==> src/comm_fault_pkg.sv <==
// Package: register map, encodings and carriers for the comm fault controller
package comm_fault_pkg;
    // Register byte offsets
    localparam logic [3:0] OFS_STORAGE = 4'h0;
    localparam logic [3:0] OFS_STOP_MODE = 4'h4;
    localparam logic [3:0] OFS_SUBST_FREQ = 4'h8;
    localparam logic [3:0] OFS_STATUS = 4'hC;
    // Reset values and the substitute frequency upper limit
    localparam logic STORAGE_RST = 1'b0;
    localparam logic [1:0] STOP_MODE_RST = 2'h0;
    localparam logic [13:0] SUBST_KEEP = 14'h270F;
    localparam logic [13:0] SUBST_MAX = 14'h0190;
    // Fault codes shown on the display
    localparam logic [7:0] SERIAL_COMM_FAULT_CODE = 8'hA0;
    localparam logic [7:0] OPTION_FAULT_CODE_A = 8'hA1;
    localparam logic [7:0] OPTION_FAULT_CODE_B = 8'hA2;
    localparam logic [7:0] NORMAL_CODE = 8'h00;
    // Output terminal function codes for the comm alarm
    localparam logic [7:0] ALARM_FUNC_POS = 8'h62;
    localparam logic [7:0] ALARM_FUNC_NEG = 8'hC6;

    typedef enum logic [2:0] {
        ST_NORMAL = 3'b000,
        ST_COAST = 3'b001,
        ST_DECEL = 3'b010,
        ST_TRIPPED = 3'b011,
        ST_SUBST = 3'b100
    } react_state_t;

    // Parameter write request from the link
    typedef struct packed {
        logic valid;
        logic [15:0] addr;
        logic [15:0] data;
    } param_wr_t;

    // Commands handed to the ramp and output stage
    typedef struct packed {
        logic coast;
        logic decel_stop;
        logic hold_cmd;
        logic use_subst;
        logic [13:0] subst_freq;
    } ramp_cmd_t;
endpackage

==> src/comm_fault_response_ctrl.sv <==
// Communication write storage and communication error reaction controller
`timescale 1ns/1ps
module comm_fault_response_ctrl
    import comm_fault_pkg::*;
(
    input wire logic clock,
    input wire logic reset,
    // Avalon-MM slave
    input wire logic [3:0] avs_address,
    input wire logic avs_read,
    input wire logic avs_write,
    input wire logic [31:0] avs_writedata,
    output logic [31:0] avs_readdata,
    output logic avs_waitrequest,
    // Link side
    input wire param_wr_t link_wr,
    input wire logic link_retry_excess,
    input wire logic link_check_timeout,
    input wire logic link_is_option,
    input wire logic link_is_cmd_source,
    input wire logic option_code_b_sel,
    input wire logic retry_limit_off,
    input wire logic check_interval_off,
    input wire logic net_mode,
    // Ramp side
    input wire logic motor_stopped,
    input wire logic power_up_load,
    input wire logic [7:0] alarm_terminal_func,
    output ramp_cmd_t ramp_cmd,
    // Memory stores
    output param_wr_t nv_wr,
    output param_wr_t ram_wr,
    output logic nv_reload,
    // Indication and outputs
    output logic [7:0] display_code,
    output logic fault_output_signal,
    output logic alarm_bit,
    output logic comm_alarm_signal,
    output logic history_log,
    output logic history_temp,
    output logic history_restore
);

    // ----------------------------------------
    // Settings and bus slave
    // ----------------------------------------
    logic write_storage_select_r;
    logic [1:0] comm_error_stop_mode_r;
    logic [13:0] substitute_frequency_r;
    react_state_t state_r;
    react_state_t state_nxt;
    logic err_r;
    logic ack_r;

    // One wait cycle per access keeps the read mux off the critical path
    assign avs_waitrequest = (avs_read | avs_write) & ~ack_r;

    always_ff @(posedge clock) begin
        if (reset) begin
            ack_r <= 1'b0;
        end else begin
            ack_r <= (avs_read | avs_write) & ~ack_r;
        end
    end

    // Writes land at the acknowledging edge; bad values keep the last good one
    always_ff @(posedge clock) begin
        if (reset) begin
            write_storage_select_r <= STORAGE_RST;
            comm_error_stop_mode_r <= STOP_MODE_RST;
            substitute_frequency_r <= SUBST_KEEP;
        end else if (avs_write && ack_r) begin
            case (avs_address)
                OFS_STORAGE: begin
                    if (avs_writedata[31:1] == 31'h0) begin
                        write_storage_select_r <= avs_writedata[0];
                    end
                end
                OFS_STOP_MODE: begin
                    if (avs_writedata[31:2] == 30'h0) begin
                        comm_error_stop_mode_r <= avs_writedata[1:0];
                    end
                end
                OFS_SUBST_FREQ: begin
                    if (avs_writedata[31:14] == 18'h0 &&
                        (avs_writedata[13:0] <= SUBST_MAX ||
                         avs_writedata[13:0] == SUBST_KEEP)) begin
                        substitute_frequency_r <= avs_writedata[13:0];
                    end
                end
                default: begin
                end
            endcase
        end
    end

    // Read data; unmapped addresses read zero
    always_ff @(posedge clock) begin
        if (reset) begin
            avs_readdata <= 32'h0;
        end else if (avs_read && !ack_r) begin
            case (avs_address)
                OFS_STORAGE: avs_readdata <= {31'h0, write_storage_select_r};
                OFS_STOP_MODE: avs_readdata <= {30'h0, comm_error_stop_mode_r};
                OFS_SUBST_FREQ: avs_readdata <= {18'h0,
                                                 substitute_frequency_r};
                OFS_STATUS: avs_readdata <= {27'h0, err_r, fault_output_signal,
                                             state_r};
                default: avs_readdata <= 32'h0;
            endcase
        end
    end

    // ----------------------------------------
    // Parameter storage routing
    // ----------------------------------------
    // Setting 1 spares nonvolatile wear at the cost of losing values at power-off
    always_ff @(posedge clock) begin
        if (reset) begin
            nv_wr <= '0;
            ram_wr <= '0;
            nv_reload <= 1'b0;
        end else begin
            ram_wr <= link_wr;
            nv_wr <= link_wr;
            nv_wr.valid <= link_wr.valid & ~write_storage_select_r;
            nv_reload <= power_up_load;
        end
    end

    // ----------------------------------------
    // Error detection and reaction
    // ----------------------------------------
    logic err_now;
    logic err_fall;
    assign err_now = net_mode & link_is_cmd_source
                   & (link_retry_excess | link_check_timeout);
    assign err_fall = err_r & ~err_now;

    always_ff @(posedge clock) begin
        if (reset) begin
            err_r <= 1'b0;
        end else begin
            err_r <= err_now;
        end
    end

    // Reaction state machine
    always_comb begin
        state_nxt = state_r;
        case (state_r)
            ST_NORMAL: begin
                if (err_now) begin
                    case (comm_error_stop_mode_r)
                        2'h0: state_nxt = ST_COAST;
                        2'h1, 2'h2: state_nxt = ST_DECEL;
                        default: begin
                            if (!(retry_limit_off && check_interval_off)) begin
                                state_nxt = ST_SUBST;
                            end
                        end
                    endcase
                end
            end
            ST_COAST: state_nxt = ST_TRIPPED;
            ST_DECEL: begin
                if (comm_error_stop_mode_r == 2'h2 && !err_now) begin
                    state_nxt = ST_NORMAL;
                end else if (motor_stopped) begin
                    // Mode 1 trips here; mode 2 shows the code only
                    state_nxt = ST_TRIPPED;
                end
            end
            ST_TRIPPED: begin
                if (comm_error_stop_mode_r == 2'h2 && !err_now) begin
                    state_nxt = ST_NORMAL;
                end
            end
            ST_SUBST: begin
                if (!err_now) begin
                    state_nxt = ST_NORMAL;
                end
            end
            default: state_nxt = ST_NORMAL;
        endcase
    end

    always_ff @(posedge clock) begin
        if (reset) begin
            state_r <= ST_NORMAL;
        end else begin
            state_r <= state_nxt;
        end
    end

    // ----------------------------------------
    // Outputs to ramp, display and history
    // ----------------------------------------
    logic faulted;
    logic temp_shown;
    logic [7:0] fault_code;
    assign faulted = (state_r == ST_COAST) || (state_r == ST_TRIPPED
                     && comm_error_stop_mode_r != 2'h2);
    // Mode 2 shows the code after stop without raising the fault output
    assign temp_shown = (state_r == ST_TRIPPED) && !faulted;
    assign fault_code = !link_is_option ? SERIAL_COMM_FAULT_CODE :
                        option_code_b_sel ? OPTION_FAULT_CODE_B :
                        OPTION_FAULT_CODE_A;

    always_ff @(posedge clock) begin
        if (reset) begin
            ramp_cmd <= '0;
            display_code <= NORMAL_CODE;
            fault_output_signal <= 1'b0;
            alarm_bit <= 1'b0;
            comm_alarm_signal <= 1'b0;
        end else begin
            // Normal ramp times apply; the ramp stage owns them
            ramp_cmd.coast <= (state_nxt == ST_COAST)
                            || (state_nxt == ST_TRIPPED
                                && comm_error_stop_mode_r == 2'h0);
            ramp_cmd.decel_stop <= (state_nxt == ST_DECEL)
                                 || (state_nxt == ST_TRIPPED
                                     && comm_error_stop_mode_r != 2'h0);
            ramp_cmd.hold_cmd <= (state_nxt == ST_SUBST)
                || (comm_error_stop_mode_r == 2'h2
                    && state_nxt != ST_NORMAL);
            ramp_cmd.use_subst <= (state_nxt == ST_SUBST)
                                && substitute_frequency_r != SUBST_KEEP;
            ramp_cmd.subst_freq <= substitute_frequency_r;
            display_code <= (faulted || temp_shown) ? fault_code : NORMAL_CODE;
            fault_output_signal <= faulted;
            alarm_bit <= faulted;
            comm_alarm_signal <= (state_r == ST_SUBST)
                ? (alarm_terminal_func == ALARM_FUNC_POS)
                : (alarm_terminal_func == ALARM_FUNC_NEG);
        end
    end

    // History: log on fault output rise, temporary entry when mode 2 shows the code
    logic faulted_d_r;
    logic temp_d_r;
    always_ff @(posedge clock) begin
        if (reset) begin
            faulted_d_r <= 1'b0;
            temp_d_r <= 1'b0;
            history_log <= 1'b0;
            history_temp <= 1'b0;
            history_restore <= 1'b0;
        end else begin
            faulted_d_r <= faulted;
            temp_d_r <= temp_shown;
            history_log <= faulted & ~faulted_d_r;
            history_temp <= temp_shown & ~temp_d_r;
            history_restore <= ~temp_shown & temp_d_r;
        end
    end
endmodule

==> config.mk <==
export PLATFORM = sky130hd
export DESIGN_NAME = comm_fault_response_ctrl
export DESIGN_NICKNAME = d
export VERILOG_FILES = /design/src/comm_fault_pkg.sv /design/src/comm_fault_response_ctrl.sv
export SDC_FILE = /design/constraint.sdc
export NUM_CORES = 1
export LEC_CHECK = 0
export BUFFER_PORTS_ARGS = -buffer_cell sky130_fd_sc_hd__buf_2
export CORE_ASPECT_RATIO = 0.75
export CORE_MARGIN = 2
export CORE_UTILIZATION = 28
export DETAILED_ROUTE_END_ITERATION = 10
export MAX_ROUTING_LAYER = met4
export PLACE_DENSITY = 0.52
export SYNTH_ARGS = -nofsm -noshare
export SYNTH_HDL_FRONTEND = slang
export SYNTH_SLANG_ARGS = --single-unit
==> constraint.sdc <==
create_clock -name clock -period 5 [get_ports clock]
set_input_delay 1 -clock clock [delete_from_list [all_inputs] [get_ports clock]]
set_output_delay 1 -clock clock [all_outputs]
set_load 0.03 [all_outputs]
==> results.py <==
metrics = {
    "power_and_ir_drop": {
        "total_power_mw": 1.75,
        "pwr_density_cell_nw_per_um2": 354,
        "power.net_switching_mw": 0.478,
        "leakage_nw": 2.44,
        "switching_share_of_total_power_pct": 27.3,
        "pwr-share-seq_pct": 46.8,
        "peakVddDrop_uv": 147,
        "internal_power_mw": 1.27,
        "p_clk_share_pct": 39.6,
        "combinationalPowerShare_pct": 13.6,
    },
    "timing": {
        "timing.final.max_slew_violations": 0,
        "clock-skew-final_ns": 0.00454,
        "fin_crit_sh_pct": 56.2,
        "final.setup.tns_ns": 0,
        "maxSlewHeadroom_pct": 47.7,
        "period_needed_ns": 2.81,
        "hold_viol_final": 0,
        "rsz0062_at_grt": "no",
        "max_freq_mhz": 356,
        "worst_pin_slew_ns": 0.785,
        "timing.final.setup_violations": 0,
    },
    "run": {
        "maxCapViolCount": 0,
    },
    "setup_path": {
        "critical_path.top_delay_family": "simple AND/OR/NAND/NOR gates",
        "critical_path_required_ns": 5.23,
        "slowest_delay_ns": 0.51,
        "timing.critical_path.fanout_max": 14,
        "critical_path.startpoint_type": "primary input",
        "critPathSlowestCell": "sky130_fd_sc_hd__o21a_1",
        "critPathBufInv": 2,
        "timing_worst_setup_path_type": "in -> reg",
        "critical_path_endpoint_category": "flip-flop",
        "critical_path.cell_chain": "buf_2, nor4_1, inv_1, nor4_4, o21a_1, mux2_2",
        "worst-endpoint-arrival_ns": 3.04,
    },
    "synth": {
        "synth.largest_area_cell": "sky130_fd_sc_hd__dfxtp_1",
        "yosys_warnings": 0,
        "synth-seq-area-share_pct": 51.1,
        "synth_async_sr_flop_share_pct": 0,
        "synth_enable_flop_cells": 0,
        "yosys_most_used_dff": "sky130_fd_sc_hd__dfxtp_1",
        "synthesis.area_um2": 3840,
        "ys_ff_latch": 98,
        "syn-mean-instance-area_um2": 9.77,
        "yosys-top-cells-area": "sky130_fd_sc_hd__dfxtp_1 51%, sky130_fd_sc_hd__buf_4 11%, sky130_fd_sc_hd__nor2b_1 8.1%",
        "count_of_distinct_cell_types_in_the_synthesized_netlist": 46,
        "post_synthesis_cells": 393,
        "yosys.area.top_type_share_pct": 51.1,
    },
    "layout": {
        "top_library_cells_by_usage_in_the_layout_fill_and_taps_aside": "200 x sky130_fd_sc_hd__buf_2, 98 x sky130_fd_sc_hd__dfxtp_1, 50 x sky130_fd_sc_hd__nor2b_1",
        "most_common_cell_after_layout_fill_and_taps_aside": "sky130_fd_sc_hd__buf_2",
        "design_area_um2": 4940,
        "post_route_cells_drive_above_1_share_pct": 40.9,
        "n_antenna_cell": 0,
        "final_nets": 651,
        "areaGrowthSynthToFinish_pct": 28.6,
    },
    "place": {
        "io_buffer_count": 200,
        "placed_cell_area_um2": 4640,
        "detailed_place_hpwl_mm": 7.79,
        "weighted_congestion_reported_at_the_end_of_routability_driven_placement": 0.814,
    },
    "detailed_routing": {
        "via_count": 3216,
        "drcViolationCount": 0,
        "drtPass1Iterations": 6,
        "first_iter_violations": 130,
        "vias_per_cell": 4.36,
        "post_drt_wl_per_cell_um": 13.4,
        "postRouteAntennaNets": 0,
        "detail_route.wirelength_mm": 9.90,
    },
    "cts": {
        "cts_tree": "done",
        "cts.htree.levels": 3,
        "clock_sink_count": 98,
        "cts.hold.buffers_added": 0,
        "root_buffer_selected_by_cts": "sky130_fd_sc_hd__clkbuf_16",
        "clkTransAtPathRegs_ns": 0.07,
        "post-cts-setup-buffers": 0,
        "postCtsResizedCells": 0,
        "clk_path_buf_depth": 2,
        "cts_made_buffers": 9,
        "clk-insertion-delay-late_ns": 0.34,
    },
    "grt": {
        "grt_pass1_wl_mm": 15.3,
        "first_global_vias": 2987,
        "antenna_found_initial": 0,
        "grt_util_all_layers_pct": 13.6,
        "gr-total-overflow": 0,
        "grt_max_degree": 45,
    },
    "die": {
        "die_area_um2": 14700,
        "fp_rows": 37,
        "die_h_um": 105,
        "die_w_um": 139,
        "core_area_um2": 13600,
        "ios": 223,
        "floorplan.initialDensity_pct": 28.3,
    },
    "min_path": {
        "holdCritPathClass": "reg -> reg",
    },
    "status": {
        "status": "completed",
    },
}
per-stage QoR:
| step | utilization [%] | instances | setup slack, ns | hold slack [ns] |
|---|---|---|---|---|
| floorplan | - | 414 | 2.38 | 0.392 |
| global placement | 34.2 | 721 | 1.91 | 0.402 |
| detailed placement | 34.2 | 721 | 1.80 | 0.410 |
| CTS | 36.4 | 737 | 2.16 | 0.420 |
| global route | 36.4 | 737 | 1.96 | 0.455 |
| finish | 36.4 | 737 | 2.19 | 0.422 |
synthesized netlist by cell type (all sizes together) (4+ instances only):
library cell and n:
o211ai 11, buf 58, nor3 7, a21oi 20
nand2 18, nand3 14, nor4 11, nand4 5
o21ai 6, nor2 27, clkbuf 11, inv 15
or4 4, nor2b 50, mux2 5, dfxtp 98
metal layers:
metal  up-vias  track usage [%]  share of wire [%]
li1       1578                -                  -
met1      1449             16.5                 44
met2       177             21.7                 46
met3        12             4.63                9.6
met4         0             3.54                1.1
met5         -                -                  0
cell type report:
cell class	count	area, µm²
fill	1406	8620
clock inverter	5	63.8
sequential	98	1960
tap	175	219
multi-input combinational	232	1400
inverter	15	56.3
clock buffer	11	233
timing repair buffer	201	1010
registers in the layout (all words and copies together) (netlist names):
name	count
write_storage_select_r	1
temp_d_r	1
substitute_frequency_r	14
state_r	3
avs_readdata	14
history_log	1
ack_r	1
comm_alarm_signal	1
faulted_d_r	1
history_restore	1
history_temp	1
nv_reload	1
comm_error_stop_mode_r	2
ram_wr	33
ramp_cmd	18
display_code	3
nv_wr	1
err_r	1
power groups by stage:
stage	Clock (mW)	Combinational (mW)	Sequential, mW
2_1_floorplan	0	0.139	0.881
3_3_place_gp	0	0.239	0.836
3_5_place_dp	0	0.239	0.837
4_1_cts	0.718	0.240	0.819
5_1_grt	0.745	0.254	0.821
6_report	0.691	0.238	0.818
cells by family (layout without fill, tap and decap cells):
group	count (synthesis)	count (layout)	synth area share [%]
AO/OA/AOI/OAI	52	52	8.96
adder cells (fa/ha/maj)	3	3	0.978
buffers and inverters	84	232	14.6
flip-flops	98	98	51.1
multiplexers	9	9	2.83
other	1	22	0.0977
AND/OR/NAND/NOR	146	146	21.5
path summary, 6_finish.rpt:
kind | depth (start not counted) | to | startpoint | slack [ns]
hold reg to reg | 1 | history_temp$_SDFF_PP0_ | temp_d_r$_SDFF_PP0_ | 0.42
setup / recovery | 6 | substitute_frequency_r[6]$_SDFFE_PP0P_ | avs_writedata[4] | 2.19
hold / removal | 1 | history_temp$_SDFF_PP0_ | temp_d_r$_SDFF_PP0_ | 0.42
setup reg to reg | 4 | substitute_frequency_r[6]$_SDFFE_PP0P_ | ack_r$_SDFF_PP0_ | 2.95
worst reg2reg max path, delay by kind of cell, from the launching register on:
| kind | cells | cell delay (ns) |
|---|---|---|
| flops | 1 | 0.38 |
| compound gates | 1 | 0.51 |
| mux | 1 | 0.39 |
| simple gates | 2 | 0.66 |
(Power assumes the default switching activity.)
